File: src/emr_pkg.sv
package emr_pkg;
	localparam int ADDR_W = 8;
	localparam int DATA_W = 32;
	// Byte addresses = index * 4 (printed offsets are register indices)
	localparam logic [7:0] IDX_TAP54 = 8'h20;
	localparam logic [7:0] IDX_TAP32 = 8'h21;
	localparam logic [7:0] IDX_MON_OVR = 8'h22;
	localparam logic [7:0] IDX_OVR_THR = 8'h23;
	localparam logic [7:0] IDX_CMD = 8'h24;
	localparam logic [7:0] IDX_CNT_HI = 8'h25;
	localparam logic [7:0] IDX_CNT_LO = 8'h26;
	localparam logic [7:0] IDX_HEO = 8'h27;
	localparam logic [7:0] IDX_VEO = 8'h28;
	localparam logic [7:0] IDX_VRANGE = 8'h29;
	localparam logic [7:0] IDX_TIMER = 8'h2A;
	localparam logic [7:0] IDX_MINHIT = 8'h2B;
	localparam logic [7:0] IDX_MERIT = 8'h2C;
	localparam logic [7:0] IDX_CHAN_CTRL = 8'h1E;
	localparam logic [7:0] IDX_IRQ_STAT = 8'h30;
	localparam logic [7:0] IDX_IRQ_CLR = 8'h31;
	localparam logic [7:0] IDX_IRQ_EN = 8'h32;
	localparam logic [7:0] RST_TAP54 = 8'h00;
	localparam logic [7:0] RST_TAP32 = 8'h00;
	localparam logic [7:0] RST_MON_OVR = 8'h00;
	localparam logic [7:0] RST_OVR_THR = 8'h40;
	localparam logic [7:0] RST_TIMER = 8'h30;
	localparam logic [7:0] RST_MINHIT = 8'h00;
	localparam logic [7:0] RST_MERIT = 8'h72;
	localparam logic [7:0] RST_CHAN_CTRL = 8'hE1;
	localparam int B_FAST = 7;
	localparam int B_ERR_LOCK = 6;
	localparam int B_ERR_HITS = 5;
	localparam int B_ERR_VIS = 4;
	localparam int B_RSVD3 = 3;
	localparam int B_ADAPT = 2;
	localparam int B_MEAS = 1;
	localparam int B_COUNT = 0;
	localparam int B_MEAS_OVR = 7;
	localparam int B_EQ_OVR = 6;
	localparam int B_SCALE = 6;
	localparam int B_DFE_OFF = 3;
	localparam logic [1:0] RESP_OKAY = 2'b00;
	localparam logic [1:0] RESP_SLVERR = 2'b10;
	// Irq status bits: 0 adapt done, 1 measure done, 2 count done
	localparam int IRQ_N = 3;
	localparam logic [1:0] MERIT_INVALID = 2'b00;
	typedef struct packed {
		logic [3:0] tap5;
		logic [3:0] tap4;
		logic [3:0] tap3;
		logic [3:0] tap2;
		logic manual;
		logic dfe_off;
	} emr_eq_t;
	typedef struct packed {
		logic adapt_done;
		logic adapt_no_lock;
		logic meas_done;
		logic meas_no_hits;
		logic meas_no_vert;
		logic [7:0] horizontal_eye_opening;
		logic [7:0] vertical_eye_opening;
		logic count_done;
		logic [15:0] count;
	} emr_res_t;
endpackage : emr_pkg

File: src/emr_regs.sv
// Design decision made here: the AXI4-Lite slave port.
`timescale 1ns/100ps
// How it works
// - 0x20 holds tap5 high, tap4 low nibble
// - 0x21 holds tap3 high, tap2 low nibble
// - 0x23 measure override, equalizer override, threshold
// - 0x24 bit7 enables fast monitor mode
// - 0x24 bits 6,5 no-lock, no-hits error flags
// - 0x24 bit4 vertical eye not visible flag
// - 0x24 bit2 starts adaptation, self clears
// - 0x24 bit1 starts eye measurement, self clears
// - 0x24 bit0 starts monitor counter, self clears
// - 0x25/0x26 read sixteen-bit monitor count
// - 0x27 horizontal, 0x28 vertical opening read-only
// - 0x29 bits 6:5 read back voltage range
// - 0x2A timer threshold, resets to 0x30
// - 0x2B bits 3:0 minimum hit count
// - 0x2C bit6 scales vertical opening by range
// - 0x2C bits 5:4 pick figure of merit
// - 0x2C bits 3:0 look-beyond search count
// - 0x1E bit3 switches equalizer off
module emr_regs (
	input wire logic ref_clk,
	input wire logic rst_b,
	input wire logic [emr_pkg::ADDR_W-1:0] s_axi_awaddr,
	input wire logic s_axi_awvalid,
	output logic s_axi_awready,
	input wire logic [emr_pkg::DATA_W-1:0] s_axi_wdata,
	input wire logic [3:0] s_axi_wstrb,
	input wire logic s_axi_wvalid,
	output logic s_axi_wready,
	output logic [1:0] s_axi_bresp,
	output logic s_axi_bvalid,
	input wire logic s_axi_bready,
	input wire logic [emr_pkg::ADDR_W-1:0] s_axi_araddr,
	input wire logic s_axi_arvalid,
	output logic s_axi_arready,
	output logic [emr_pkg::DATA_W-1:0] s_axi_rdata,
	output logic [1:0] s_axi_rresp,
	output logic s_axi_rvalid,
	input wire logic s_axi_rready,
	input wire emr_pkg::emr_res_t res_in,
	input wire logic [1:0] vrange_in,
	output emr_pkg::emr_eq_t eq_out,
	output logic [5:0] eye_thr_level,
	output logic meas_override,
	output logic mon_override,
	output logic fast_mode,
	output logic adapt_start,
	output logic meas_start,
	output logic count_start,
	output logic [7:0] timer_thr,
	output logic [3:0] min_hits,
	output logic scale_veo,
	output logic [1:0] merit_type,
	output logic [3:0] look_beyond,
	output logic irq
);
	typedef enum {W_IDLE, W_RESP} emr_wst_t;
	emr_wst_t wst_ff;
	logic aw_got_ff, w_got_ff;
	logic [5:0] aw_idx_ff;
	logic [7:0] wbyte_ff;
	logic wen_ff;
	logic [1:0] bresp_ff;
	logic bvalid_ff, rvalid_ff;
	logic [31:0] rdata_ff;
	logic [1:0] rresp_ff;
	logic [7:0] tap54_ff, tap32_ff, mon_ovr_ff, ovr_thr_ff, timer_ff, minhit_ff, merit_ff;
	logic [7:0] chan_ff;
	logic fast_ff, rsvd3_ff;
	logic adapt_ff, meas_ff, count_ff;
	logic err_lock_ff, err_hits_ff, err_vis_ff;
	logic [15:0] count_val_ff;
	logic [7:0] heo_ff, veo_ff;
	logic [5:0] vr_rsvd_ff;
	logic [emr_pkg::IRQ_N-1:0] irq_stat_ff, irq_en_ff;
	logic irq_ff;
	logic adapt_go_ff, meas_go_ff, count_go_ff;
	logic awrdy_ff, wrdy_ff, arrdy_ff;

	function automatic logic hit(input logic [5:0] idx, input logic [7:0] reg_idx);
		hit = ({2'b00, idx} == reg_idx);
	endfunction : hit

	// Word index from byte address
	wire logic [5:0] aw_idx = s_axi_awaddr[7:2];
	wire logic [5:0] ar_idx = s_axi_araddr[7:2];
	// Readies come from flops; each is low while its half of a write is held
	wire logic aw_take = s_axi_awvalid && awrdy_ff;
	wire logic w_take = s_axi_wvalid && wrdy_ff;
	wire logic wr_done = wst_ff == W_RESP && bvalid_ff && s_axi_bready;
	wire logic nxt_aw_got = (aw_got_ff || aw_take) && !wr_done;
	wire logic nxt_w_got = (w_got_ff || w_take) && !wr_done;
	wire logic wr_go = wen_ff;
	wire logic [7:0] wb = wbyte_ff;
	wire logic wr_mapped = hit(aw_idx_ff, emr_pkg::IDX_TAP54) || hit(aw_idx_ff, emr_pkg::IDX_TAP32)
		|| hit(aw_idx_ff, emr_pkg::IDX_MON_OVR) || hit(aw_idx_ff, emr_pkg::IDX_OVR_THR)
		|| hit(aw_idx_ff, emr_pkg::IDX_CMD) || hit(aw_idx_ff, emr_pkg::IDX_CNT_HI)
		|| hit(aw_idx_ff, emr_pkg::IDX_CNT_LO) || hit(aw_idx_ff, emr_pkg::IDX_HEO)
		|| hit(aw_idx_ff, emr_pkg::IDX_VEO) || hit(aw_idx_ff, emr_pkg::IDX_VRANGE)
		|| hit(aw_idx_ff, emr_pkg::IDX_TIMER) || hit(aw_idx_ff, emr_pkg::IDX_MINHIT)
		|| hit(aw_idx_ff, emr_pkg::IDX_MERIT) || hit(aw_idx_ff, emr_pkg::IDX_CHAN_CTRL)
		|| hit(aw_idx_ff, emr_pkg::IDX_IRQ_STAT) || hit(aw_idx_ff, emr_pkg::IDX_IRQ_CLR)
		|| hit(aw_idx_ff, emr_pkg::IDX_IRQ_EN);
	wire logic wr_cmd = wr_go && hit(aw_idx_ff, emr_pkg::IDX_CMD);
	// Start only when idle; a write of one while busy is absorbed
	wire logic nxt_adapt_go = wr_cmd && wb[emr_pkg::B_ADAPT] && !adapt_ff;
	wire logic nxt_meas_go = wr_cmd && wb[emr_pkg::B_MEAS] && !meas_ff;
	wire logic nxt_count_go = wr_cmd && wb[emr_pkg::B_COUNT] && !count_ff;
	wire logic [emr_pkg::IRQ_N-1:0] irq_evt = {res_in.count_done && count_ff,
		res_in.meas_done && meas_ff, res_in.adapt_done && adapt_ff};
	wire logic [emr_pkg::IRQ_N-1:0] irq_clr = (wr_go && hit(aw_idx_ff, emr_pkg::IDX_IRQ_CLR))
		? wb[emr_pkg::IRQ_N-1:0] : '0;
	wire logic [7:0] cmd_rd = {fast_ff, err_lock_ff, err_hits_ff, err_vis_ff, rsvd3_ff,
		adapt_ff, meas_ff, count_ff};
	wire logic [7:0] vr_rd = {vr_rsvd_ff[5], vrange_in, vr_rsvd_ff[4:0]};
	wire logic [7:0] rd_byte =
		hit(ar_idx, emr_pkg::IDX_TAP54) ? tap54_ff :
		hit(ar_idx, emr_pkg::IDX_TAP32) ? tap32_ff :
		hit(ar_idx, emr_pkg::IDX_MON_OVR) ? mon_ovr_ff :
		hit(ar_idx, emr_pkg::IDX_OVR_THR) ? ovr_thr_ff :
		hit(ar_idx, emr_pkg::IDX_CMD) ? cmd_rd :
		hit(ar_idx, emr_pkg::IDX_CNT_HI) ? count_val_ff[15:8] :
		hit(ar_idx, emr_pkg::IDX_CNT_LO) ? count_val_ff[7:0] :
		hit(ar_idx, emr_pkg::IDX_HEO) ? heo_ff :
		hit(ar_idx, emr_pkg::IDX_VEO) ? veo_ff :
		hit(ar_idx, emr_pkg::IDX_VRANGE) ? vr_rd :
		hit(ar_idx, emr_pkg::IDX_TIMER) ? timer_ff :
		hit(ar_idx, emr_pkg::IDX_MINHIT) ? minhit_ff :
		hit(ar_idx, emr_pkg::IDX_MERIT) ? merit_ff :
		hit(ar_idx, emr_pkg::IDX_CHAN_CTRL) ? chan_ff :
		hit(ar_idx, emr_pkg::IDX_IRQ_STAT) ? {5'h00, irq_stat_ff} :
		hit(ar_idx, emr_pkg::IDX_IRQ_EN) ? {5'h00, irq_en_ff} : 8'h00;
	wire logic rd_mapped = (rd_byte != 8'h00) || hit(ar_idx, emr_pkg::IDX_TAP54)
		|| (ar_idx >= emr_pkg::IDX_TAP32[5:0] && ar_idx <= emr_pkg::IDX_MERIT[5:0])
		|| hit(ar_idx, emr_pkg::IDX_CHAN_CTRL) || hit(ar_idx, emr_pkg::IDX_IRQ_STAT)
		|| hit(ar_idx, emr_pkg::IDX_IRQ_EN);
	wire logic rd_take = s_axi_arvalid && arrdy_ff;
	wire logic nxt_rvalid = rd_take || (rvalid_ff && !s_axi_rready);
	// Irq uses next status and next enable so it never lags an enable write
	wire logic [emr_pkg::IRQ_N-1:0] nxt_irq_stat = (irq_stat_ff & ~irq_clr) | irq_evt;
	wire logic [emr_pkg::IRQ_N-1:0] nxt_irq_en = (wr_go && hit(aw_idx_ff, emr_pkg::IDX_IRQ_EN))
		? wb[emr_pkg::IRQ_N-1:0] : irq_en_ff;

	// Write channel: address and data taken in either order
	always_ff @(posedge ref_clk or negedge rst_b)
	begin
		if (!rst_b)
		begin
			wst_ff <= W_IDLE;
			aw_got_ff <= 1'b0;
			w_got_ff <= 1'b0;
			aw_idx_ff <= 6'h00;
			wbyte_ff <= 8'h00;
			wen_ff <= 1'b0;
			bvalid_ff <= 1'b0;
			bresp_ff <= emr_pkg::RESP_OKAY;
			awrdy_ff <= 1'b0;
			wrdy_ff <= 1'b0;
		end
		else
		begin
			wen_ff <= 1'b0;
			awrdy_ff <= !nxt_aw_got;
			wrdy_ff <= !nxt_w_got;
			if (aw_take)
			begin
				aw_got_ff <= 1'b1;
				aw_idx_ff <= aw_idx;
			end
			if (w_take)
			begin
				w_got_ff <= 1'b1;
				wbyte_ff <= s_axi_wstrb[0] ? s_axi_wdata[7:0] : 8'h00;
			end
			unique case (wst_ff)
				W_IDLE:
					if ((aw_got_ff || aw_take) && (w_got_ff || w_take)
						&& !(aw_take || w_take))
					begin
						wen_ff <= 1'b1;
						wst_ff <= W_RESP;
					end
				W_RESP:
					if (!wen_ff && !bvalid_ff)
					begin
						bvalid_ff <= 1'b1;
						bresp_ff <= wr_mapped ? emr_pkg::RESP_OKAY : emr_pkg::RESP_SLVERR;
					end
					else if (bvalid_ff && s_axi_bready)
					begin
						bvalid_ff <= 1'b0;
						aw_got_ff <= 1'b0;
						w_got_ff <= 1'b0;
						wst_ff <= W_IDLE;
					end
			endcase
		end
	end

	// Read channel: one-cycle lookup
	always_ff @(posedge ref_clk or negedge rst_b)
	begin
		if (!rst_b)
		begin
			arrdy_ff <= 1'b0;
			rvalid_ff <= 1'b0;
			rdata_ff <= 32'h0000_0000;
			rresp_ff <= emr_pkg::RESP_OKAY;
		end
		else
		begin
			arrdy_ff <= !nxt_rvalid;
			rvalid_ff <= nxt_rvalid;
			if (rd_take)
			begin
				rdata_ff <= {24'h00_0000, rd_byte};
				rresp_ff <= rd_mapped ? emr_pkg::RESP_OKAY : emr_pkg::RESP_SLVERR;
			end
		end
	end

	// Plain read/write fields; wstrb lane 0 only
	always_ff @(posedge ref_clk or negedge rst_b)
	begin
		if (!rst_b)
		begin
			tap54_ff <= emr_pkg::RST_TAP54;
			tap32_ff <= emr_pkg::RST_TAP32;
			mon_ovr_ff <= emr_pkg::RST_MON_OVR;
			ovr_thr_ff <= emr_pkg::RST_OVR_THR;
			timer_ff <= emr_pkg::RST_TIMER;
			minhit_ff <= emr_pkg::RST_MINHIT;
			merit_ff <= emr_pkg::RST_MERIT;
			chan_ff <= emr_pkg::RST_CHAN_CTRL;
			fast_ff <= 1'b0;
			rsvd3_ff <= 1'b0;
			vr_rsvd_ff <= 6'h00;
			irq_en_ff <= '0;
		end
		else if (wr_go)
		begin
			if (hit(aw_idx_ff, emr_pkg::IDX_TAP54)) tap54_ff <= wb;
			if (hit(aw_idx_ff, emr_pkg::IDX_TAP32)) tap32_ff <= wb;
			if (hit(aw_idx_ff, emr_pkg::IDX_MON_OVR)) mon_ovr_ff <= wb;
			if (hit(aw_idx_ff, emr_pkg::IDX_OVR_THR)) ovr_thr_ff <= wb;
			if (hit(aw_idx_ff, emr_pkg::IDX_TIMER)) timer_ff <= wb;
			if (hit(aw_idx_ff, emr_pkg::IDX_MINHIT)) minhit_ff <= wb;
			if (hit(aw_idx_ff, emr_pkg::IDX_MERIT)) merit_ff <= wb;
			if (hit(aw_idx_ff, emr_pkg::IDX_CHAN_CTRL)) chan_ff <= wb;
			if (hit(aw_idx_ff, emr_pkg::IDX_IRQ_EN)) irq_en_ff <= wb[emr_pkg::IRQ_N-1:0];
			if (hit(aw_idx_ff, emr_pkg::IDX_VRANGE)) vr_rsvd_ff <= {wb[7], wb[4:0]};
			if (wr_cmd)
			begin
				fast_ff <= wb[emr_pkg::B_FAST];
				rsvd3_ff <= wb[emr_pkg::B_RSVD3];
			end
		end
	end

	// Start bits stay high until the engine reports done; results land with done
	always_ff @(posedge ref_clk or negedge rst_b)
	begin
		if (!rst_b)
		begin
			adapt_ff <= 1'b0;
			meas_ff <= 1'b0;
			count_ff <= 1'b0;
			adapt_go_ff <= 1'b0;
			meas_go_ff <= 1'b0;
			count_go_ff <= 1'b0;
			err_lock_ff <= 1'b0;
			err_hits_ff <= 1'b0;
			err_vis_ff <= 1'b0;
			count_val_ff <= 16'h0000;
			heo_ff <= 8'h00;
			veo_ff <= 8'h00;
		end
		else
		begin
			adapt_go_ff <= nxt_adapt_go;
			meas_go_ff <= nxt_meas_go;
			count_go_ff <= nxt_count_go;
			if (nxt_adapt_go)
				adapt_ff <= 1'b1;
			else if (adapt_ff && res_in.adapt_done)
			begin
				adapt_ff <= 1'b0;
				err_lock_ff <= res_in.adapt_no_lock;
			end
			if (nxt_meas_go)
				meas_ff <= 1'b1;
			else if (meas_ff && res_in.meas_done)
			begin
				meas_ff <= 1'b0;
				err_hits_ff <= res_in.meas_no_hits;
				err_vis_ff <= res_in.meas_no_vert;
				heo_ff <= res_in.horizontal_eye_opening;
				veo_ff <= res_in.vertical_eye_opening;
			end
			if (nxt_count_go)
				count_ff <= 1'b1;
			else if (count_ff && res_in.count_done)
			begin
				count_ff <= 1'b0;
				count_val_ff <= res_in.count;
			end
		end
	end

	// Sticky done flags; set wins over clear
	always_ff @(posedge ref_clk or negedge rst_b)
	begin
		if (!rst_b)
		begin
			irq_stat_ff <= '0;
			irq_ff <= 1'b0;
		end
		else
		begin
			irq_stat_ff <= nxt_irq_stat;
			irq_ff <= |(nxt_irq_stat & nxt_irq_en);
		end
	end

	assign s_axi_awready = awrdy_ff;
	assign s_axi_wready = wrdy_ff;
	assign s_axi_bvalid = bvalid_ff;
	assign s_axi_bresp = bresp_ff;
	assign s_axi_arready = arrdy_ff;
	assign s_axi_rvalid = rvalid_ff;
	assign s_axi_rdata = rdata_ff;
	assign s_axi_rresp = rresp_ff;
	// Tap weights always drive eq_out; the manual override bit from 0x23 bit6 travels with them
	assign eq_out = {tap54_ff, tap32_ff, ovr_thr_ff[emr_pkg::B_EQ_OVR],
		chan_ff[emr_pkg::B_DFE_OFF]};
	assign eye_thr_level = ovr_thr_ff[5:0];
	assign meas_override = ovr_thr_ff[emr_pkg::B_MEAS_OVR];
	assign mon_override = mon_ovr_ff[7];
	assign fast_mode = fast_ff;
	assign adapt_start = adapt_go_ff;
	assign meas_start = meas_go_ff;
	assign count_start = count_go_ff;
	assign timer_thr = timer_ff;
	assign min_hits = minhit_ff[3:0];
	assign scale_veo = merit_ff[emr_pkg::B_SCALE];
	assign merit_type = merit_ff[5:4];
	assign look_beyond = merit_ff[3:0];
	assign irq = irq_ff;

	a_adapt_self_clear: assert property (@(posedge ref_clk) disable iff (!rst_b)
		adapt_ff && res_in.adapt_done && !nxt_adapt_go |=> !adapt_ff)
		else $error("adapt start bit did not clear");
	a_adapt_launch: assert property (@(posedge ref_clk) disable iff (!rst_b)
		nxt_adapt_go |=> adapt_ff && adapt_start)
		else $error("adapt start not launched");
	a_meas_launch: assert property (@(posedge ref_clk) disable iff (!rst_b)
		nxt_meas_go |=> meas_ff && meas_start ##1 !meas_start)
		else $error("measure start pulse wrong");
	a_count_launch: assert property (@(posedge ref_clk) disable iff (!rst_b)
		nxt_count_go |=> count_ff && count_start)
		else $error("count start not launched");
	a_count_capture: assert property (@(posedge ref_clk) disable iff (!rst_b)
		count_ff && res_in.count_done && !nxt_count_go |=> count_val_ff == $past(res_in.count))
		else $error("count not captured");
	a_heo_capture: assert property (@(posedge ref_clk) disable iff (!rst_b)
		meas_ff && res_in.meas_done && !nxt_meas_go |=> heo_ff == $past(res_in.horizontal_eye_opening)
		&& err_vis_ff == $past(res_in.meas_no_vert))
		else $error("measure results not captured");
	a_lock_flag: assert property (@(posedge ref_clk) disable iff (!rst_b)
		adapt_ff && res_in.adapt_done && !nxt_adapt_go |=> err_lock_ff == $past(res_in.adapt_no_lock))
		else $error("no-lock flag not captured");
	a_tap_write: assert property (@(posedge ref_clk) disable iff (!rst_b)
		wr_go && hit(aw_idx_ff, emr_pkg::IDX_TAP54) |=> eq_out.tap5 == $past(wb[7:4]))
		else $error("tap5 weight not written");
	a_irq_level: assert property (@(posedge ref_clk) disable iff (!rst_b)
		irq_ff == |(irq_stat_ff & irq_en_ff))
		else $error("irq out of step with status");
	c_adapt_run: cover property (@(posedge ref_clk) disable iff (!rst_b)
		adapt_start ##[1:100] (adapt_ff && res_in.adapt_done));
	c_meas_run: cover property (@(posedge ref_clk) disable iff (!rst_b)
		meas_start ##[1:100] (meas_ff && res_in.meas_done));
	c_irq_seen: cover property (@(posedge ref_clk) disable iff (!rst_b) $rose(irq));
endmodule : emr_regs

File: config.mk
export PLATFORM = sky130hd
export DESIGN_NAME = emr_regs
export DESIGN_NICKNAME = d
export VERILOG_FILES = /design/src/emr_pkg.sv /design/src/emr_regs.sv
export SDC_FILE = /design/constraint.sdc
export NUM_CORES = 1
export LEC_CHECK = 0
export BUFFER_PORTS_ARGS = -buffer_cell sky130_fd_sc_hd__buf_2
export CORE_ASPECT_RATIO = 1.5
export CORE_MARGIN = 2
export CORE_UTILIZATION = 45
export DETAILED_ROUTE_END_ITERATION = 8
export MAX_ROUTING_LAYER = met4
export PLACE_DENSITY = 0.69
export RECOVER_POWER = 100
export SLEW_MARGIN = 10
export SYNTH_ARGS = -nofsm -noshare
export SYNTH_HDL_FRONTEND = slang
export SYNTH_SLANG_ARGS = --single-unit
export TNS_END_PERCENT = 30
File: constraint.sdc
create_clock -name ref_clk -period 2.6 [get_ports ref_clk]
set_input_delay 0.26 -clock ref_clk [delete_from_list [all_inputs] [get_ports ref_clk]]
set_output_delay 0.26 -clock ref_clk [all_outputs]
set_load 0.01 [all_outputs]
==> metrics.md, run 1 <==
| Metric | Value |
|---|---|
| I/O pins | 190 |
| Worst slew pin tran | about 1600 ps |
| Final setup violation count | 0 |
| Clk sinks | 153 |
| Outcome | finished with violations |
| Final #Nets | around 880 |
| Largest net degree at the start of global routing | 64 |
| Row Count | 58 |
| Top Usage Layer GRT | met2 |
| Peak VDD IR | 586 uV |
| Mapped Avg Cell Area | 11.7 um2 |
| Synthesized flop and latch total | 153 |
| Synth top area share | 46.6% |
| Num CTS Buffers | 17 |
| Lkg Pwr | roughly 4.3 nW |
| Total negative slack | 0 ps |
| Clock skew | 5.01 ps |
| Post-Syn Area | 7630 um2 |
| FF-to-FF Start | aw_idx_ff[2]$_DFFE_PN0P_ |
| RePlAce Congestion | 0.926 |
| Total grt overflow | 0 |
| Final Max Tran Viols | 63 |
| Detailed-route via count | between 5000 and 6000 |
| Pwr dens | 861 nW/um2 |
| Achievable Freq | 0.449 GHz |
| Post-synth ARST share | between 90% and 100% |
| Hold Fails Final Rpt | 0 |
| # H-tree levels | 4 |
| Setup slack on the worst flop-to-flop path | between 300 and 400 ps |
| Fraction of layout cells with a size suffix above 1 | between 30 and 40% |
| Violated checks | max-capacitance violations, max-slew violations |
| Core footprint | 16700 um2 |
| Crit path kind | flip-flop to flip-flop |
| Top-count cell post-synth | dfrtp_1 |
| Synth cell count leaders | 142 x dfrtp_1, 119 x mux2_2, 47 x nand2_1 |
| Crit path capture | minhit_ff[0]$_DFFE_PN0P_ |
| CTS tree | built |
| CP Max Fanout | 11 |
| Worst-Skew Late Latency | around 430 ps |
| Vias/cell | between 5 and 6 |
| Met1 GRT Util | 30.1% |
| Ant diodes | 0 |
| Period utilization | a little under nine tenths |
| Yosys top cell by area | dfrtp_1 |
| Worst EP required | 2910 ps |
| Width of the die | 110 um |
| Ys flop type | dfrtp_1 |
| Filler cells | 1516 |
| Synth Instances | 651 |
| GR Util met3 | 3.95% |
| DRT iter0 DRCs | about 290 |
| WL/cell | 21.2 um |
| M2 GR Usage | 42.8% |
| Reg2reg path depth | 3 |
| Reg2Reg Capture Point | minhit_ff[0]$_DFFE_PN0P_ |
| Die Ht | 163 um |
| Final ANT Viol Nets | 0 |
| Hpwl dp | 16.1 mm |
| Gr usage total | between 20 and 25% |
| Die Footprint | 18000 um2 |
| Count of cell types in the netlist | 63 |
| Drt drc | 0 |
| HP Start | s_axi_awaddr[7] |
| Crit path capture type | flip-flop |
| Fin crit period | 2230 ps |
| Router iterations before antenna repair | 5 |
| Number of post-CTS setup repair buffers | 0 |
| Yosys warns | 0 |
| HP Class | primary input to flip-flop |
| Clock Pin Slew Worst Setup and Hold Paths | around 60 ps |
| Setup crit start | aw_idx_ff[2]$_DFFE_PN0P_ |
| Clock Tree Buf Depth | 2 |
| RSZ-0062 raised after global routing | no |
| MaxCap Viol Count | 1 |
| Setup crit start kind | flip-flop |
| Worst Hold Slack | around 60 ps |
| Slew margin rel. | -6.08% |
| Root buffer cell | clkbuf_16 |
| WL final | ~21 mm |
| First-pass GRT wire length | 32.2 mm |
| Largest cells by area after synthesis | dfrtp_1 47%, mux2_2 18%, dfstp_2 3.8% |
| Area grow syn2layout | 16.6% |
| Seq/Total Area, Yosys | 50.4% |
| Post-synth EDFFs | 0 |
| Initial antenna violation count | 0 |
| Number of global-route vias before repair | about 5600 |
| WP data arrival | between 2000 and 3000 ps |
| Port Buffer Count | 132 |
| Initial core utilization | a little under half |
## what timing repair did
action | in CTS | in global routing
hold buffers | 1 | 0
endpoints found under the hold margin | 59 | 0
gates resized for setup | 0 | 0
## flip-flops by register name, indices dropped and copies added (netlist names), 3 cells and up
register      cells
vr_rsvd_ff        6
merit_ff          8
irq_stat_ff       3
timer_thr         8
wb                8
chan_ff           8
veo_ff            8
mon_ovr_ff        8
tap54_ff          8
minhit_ff         8
count_val_ff     16
irq_en_ff         3
tap32_ff          8
ovr_thr_ff        8
aw_idx_ff         6
s_axi_rdata       8
heo_ff            8
## worst min-delay path by stage
stage                                    end  cells after the start  slack [ps]
CTS                 aw_idx_ff[5]$_DFFE_PN0P_                      2          50
global route           veo_ff[3]$_DFFE_PN0P_                      2          60
floorplan               adapt_ff$_DFFE_PN0P_                      0         -40
global placement    aw_idx_ff[0]$_DFFE_PN0P_                      1         280
finish              aw_idx_ff[5]$_DFFE_PN0P_                      2          60
detailed placement  aw_idx_ff[0]$_DFFE_PN0P_                      1         280
## worst max-delay path: stages, from the launching register on
cell,delay [ps]
dfrtp_1,490
or4b_4,590
nor2_1,610
mux2_2,410
## final cells by class
type                            count  area [um2]  area share (%)
Sequential cell                   153        3840            43.2
Inverter                            9        33.8           0.380
Multi-Input combinational cell    436        3340            37.5
Tap cell                          210         263            2.95
Clock inverter                     15         196            2.21
Timing Repair Buffer              161         793            8.92
Clock buffer                       17         425            4.78
## metal layers
metal  share of wire, %  routed length (um)
met5                  0                   0
met4                2.3                 491
met3                4.2                 884
met2                 54               11400
met1                 40                8470
## where the power goes
| part | switching (mW) | internal, mW | total, mW |
|---|---|---|---|
| clock network | 0.998 | 1.61 | 2.61 |
| registers | 0.726 | 2.93 | 3.66 |
| logic | 0.703 | 0.692 | 1.40 |
## metrics by stage
step | power (mW) | instances | setup WS [ps] | cell area [um2] | util, %
final | 7.66 | 1001 | 375 | 8890 | 53.3
after global routing | 8.00 | 1001 | 206 | 8890 | 53.3
after CTS | 7.79 | 1001 | 516 | 9050 | 54.2
after detailed placement | 5.18 | 968 | 401 | 8420 | 50.4
after global placement | 5.10 | 968 | 417 | 8420 | 50.4
after floorplan | 4.49 | 676 | 593 | 7720 | -
## cell usage in the layout, fill, tap and decap left out, drive strengths merged, types with 12 or more instances in the layout
cell type / n
conb: 26
nor2: 18
mux2: 128
clkbuf: 86
buf: 91
inv: 12
nand2: 47
a21oi: 20
dfrtp: 142
nand3: 22
o21ai: 22
## logic make-up after synthesis
logic type             count (synthesis)  synth area share, %
AND/OR/NAND/NOR                      162                 12.1
flip-flops                           153                 50.4
multiplexers                         139                 21.1
AO/OA/AOI/OAI                        109                 9.89
buffers and inverters                 87                 6.45
other                                  1               0.0492
(Power assumes the default switching activity.)
==> inputs of run 2 (changes only) <==
CELL_PAD_IN_SITES_DETAIL_PLACEMENT = 1   (was not set)
CELL_PAD_IN_SITES_GLOBAL_PLACEMENT = 2   (was not set)
CORE_UTILIZATION = 34   (was 45)
PLACE_DENSITY = not set   (was 0.69)
PLACE_DENSITY_LB_ADDON = 0.1   (was not set)
==> run 2 against run 1 <==
Net effect:
- the run ends with max-slew violations left
- total power increased by 1.3%
- global-route usage decreased by 3.4 points
- sequential cell count unchanged
- highest routed layer unchanged
- worst hold slack got worse by 0.50 ps
- setup slack got worse by 26 ps
- register-to-register slack about the same
- critical path depth increased by 3
- cell count increased by 6.4%
==> metrics.md, run 2 (synthesis gave the netlist of run 1 again) <==
| Metric | Value |
|---|---|
| Initial core utilization | 34.3% (was 45.7%) |
| Switching power | 2.51 mW (was 2.43 mW) |
| Final Max Tran Viols | 25 (was 63) |
| Final ANT Viol Nets | 0 (unchanged) |
| Finished Layout Cells | 1065 (was 1001) |
| Total negative slack | 0 ps (unchanged) |
| Pwr dens | 863 nW/um2 (was 861 nW/um2) |
| Largest register FFs | 16 (unchanged) |
| Die Footprint | 23700 um2 (was 18000 um2) |
| Placed cell area | 8520 um2 (was 8420 um2) |
| CTS tree | built (unchanged) |
| Number of global-route vias before repair | 6152 (was 5636) |
| Period utilization | 86.6% (was 85.6%) |
| WL final | 24.1 mm (was 21.3 mm) |
| Ant diodes | 0 (unchanged) |
| Setup crit start kind | primary input (was flip-flop) |
| Worst slew pin tran | 1500 ps (was 1590 ps) |
| Final #Nets | 875 (was 877) |
| Slew margin rel. | -0.0402% (was -6.08%) |
| Placed cells | 1032 (was 968) |
| DRT met1 WL | 10.1 mm (was 8.47 mm) |
| Crit path kind | primary input to flip-flop (was flip-flop to flip-flop) |
| # H-tree levels | 4 (unchanged) |
| Metal2 WL | 12.7 mm (was 11.4 mm) |
| Met3 wire len | 894 um (was 884 um) |
| Crit path capture | s_axi_rdata[4]$_DFFE_PN0P_ (was minhit_ff[0]$_DFFE_PN0P_) |
| Reg2Reg Capture Point | vr_rsvd_ff[4]$_DFFE_PN0P_ (was minhit_ff[0]$_DFFE_PN0P_) |
| Worst Hold Slack | 59.7 ps (was 60.2 ps) |
| Crit path capture type | flip-flop (unchanged) |
| Worst EP required | 2950 ps (was 2910 ps) |
| First-pass GRT wire length | 37.6 mm (was 32.2 mm) |
| Hold Fails Final Rpt | 0 (unchanged) |
| Max Used Layer | met4 (unchanged) |
| Most frequent cells in the layout | 142 x dfrtp_1, 118 x mux2_2, 72 x buf_2 (was 142 x dfrtp_1, 118 x mux2_2, 70 x buf_2) |
| Detailed-route via count | 5619 (was 5693) |
| Most flop-heavy register | count_val_ff (unchanged) |
| Outcome | finished with violations (unchanged) |
| Area grow syn2layout | 17.9% (was 16.6%) |
| Hold Buf Count CTS | 1 (unchanged) |
| Width of the die | 126 um (was 110 um) |
| Clock Tree Buf Depth | 2 (unchanged) |
| FF-to-FF Start | aw_idx_ff[2]$_DFFE_PN0P_ (unchanged) |
| HP Class | primary input to flip-flop (unchanged) |
| MaxCap Viol Count | 0 (was 1) |
| Number of post-CTS setup repair buffers | 0 (unchanged) |
| Die Ht | 187 um (was 163 um) |
| RePlAce Congestion | 0.901 (was 0.926) |
| Finished Cell Area | 8990 um2 (was 8890 um2) |
| Fraction of layout cells with a size suffix above 1 | 32.8% (was 32.6%) |
| Clock skew | 9.43 ps (was 5.01 ps) |
| Achievable Freq | 0.444 GHz (was 0.449 GHz) |
| Fin crit period | 2250 ps (was 2230 ps) |
| Largest net degree at the start of global routing | 97 (was 64) |
| Pre-CTS setup slack | 242 ps (was 401 ps) |
| Port Buffer Count | 132 (unchanged) |
| Violated checks | max-slew violations (was max-capacitance violations, max-slew violations) |
| CP Max Fanout | 12 (was 11) |
| Initial antenna violation count | 0 (unchanged) |
| Setup slack on the worst flop-to-flop path | 370 ps (about the same) |
| Router iterations before antenna repair | 4 (was 5) |
| Commonest non-fill, non-tap cell in the layout | dfrtp_1 (unchanged) |
| Gr usage total | 21.6% (was 25.0%) |
| RSZ-0062 raised after global routing | no (unchanged) |
| Gate power share | 19.2% (was 18.2%) |
| Root buffer cell | clkbuf_16 (unchanged) |
| Clk sinks | 153 (unchanged) |
| Lkg Pwr | 4.28 nW (was 4.27 nW) |
| Post_cts resized | 0 (unchanged) |
| Final Util | 40.5% (was 53.3%) |
| Vias/cell | 5.28 (was 5.69) |
| Net Sw Frac | 32.4% (was 31.7%) |
| Final setup violation count | 0 (unchanged) |
| Clock power share | 34.0% (about the same) |
| I/O pins | 190 (unchanged) |
| Num CTS Buffers | 17 (unchanged) |
| Core footprint | 22200 um2 (was 16700 um2) |
| DRT iter0 DRCs | 255 (was 287) |
| WP data arrival | 2600 ps (was 2540 ps) |
| Pwr Total | 7.76 mW (was 7.66 mW) |
| Clock Pin Slew Worst Setup and Hold Paths | 60 ps (about the same) |
| Final worst slack | 349 ps (was 375 ps) |
| Peak VDD IR | 448 uV (was 586 uV) |
| Internal power | 5.24 mW (was 5.23 mW) |
| Drt drc | 0 (unchanged) |
| Total grt overflow | 0 (unchanged) |
| Setup crit start | s_axi_araddr[6] (was aw_idx_ff[2]$_DFFE_PN0P_) |
| Flop pwr share | 46.8% (was 47.7%) |
| Row Count | 67 (was 58) |
| Worst-Skew Late Latency | 420 ps (was 430 ps) |
| Reg2reg path depth | 4 (was 3) |
| WL/cell | 22.7 um (was 21.2 um) |
| Hpwl dp | 18.3 mm (was 16.1 mm) |
==> run 2: power by group through the flow <==
stage / combinational, mW / sequential (mW) / clock [mW]
global route: 1.65 / 3.72 / 2.81
finish: 1.49 / 3.63 / 2.64
global placement: 1.57 / 3.67 / 0
detailed placement: 1.61 / 3.69 / 0
floorplan: 1.15 / 3.35 / 0
CTS: 1.62 / 3.65 / 2.70
==> run 2: per-layer routing <==
metal / up-vias / global-route usage [%]
met4: 0 / 6.64
met5: - / -
li1: 2563 / -
met1: 2880 / 27.0
met3: 21 / 3.12
met2: 155 / 36.3
==> run 2: worst min-delay path by stage <==
stage / from / endpoint / slack, ps / cells after the start
floorplan: rst_b / adapt_ff$_DFFE_PN0P_ / -40 / 0
global placement: rst_b / s_axi_rvalid$_DFF_PN0_ / 260 / 2
finish: s_axi_rready / s_axi_rvalid$_DFF_PN0_ / 60 / 2
CTS: s_axi_rready / s_axi_rvalid$_DFF_PN0_ / 50 / 2
global route: res_in[3] / count_val_ff[3]$_DFFE_PN0P_ / 60 / 2
detailed placement: rst_b / s_axi_rvalid$_DFF_PN0_ / 270 / 2
==> run 2: layout make-up <==
class                   instances  area, um2
well taps                     276        345
multi-input cells             436       3350
clock inverters                12        161
inverters                       9       33.8
fillers                      2444      13200
flip-flops and latches        153       3840
clock buffers                  20        467
repair buffers                159        796
==> run 2: worst max-delay path, stage by stage <==
cell and delay, ps:
buf_2 190, or4b_1 710, nor3_1 790, a221oi_1 310, o311a_1 180, a21oi_1 150
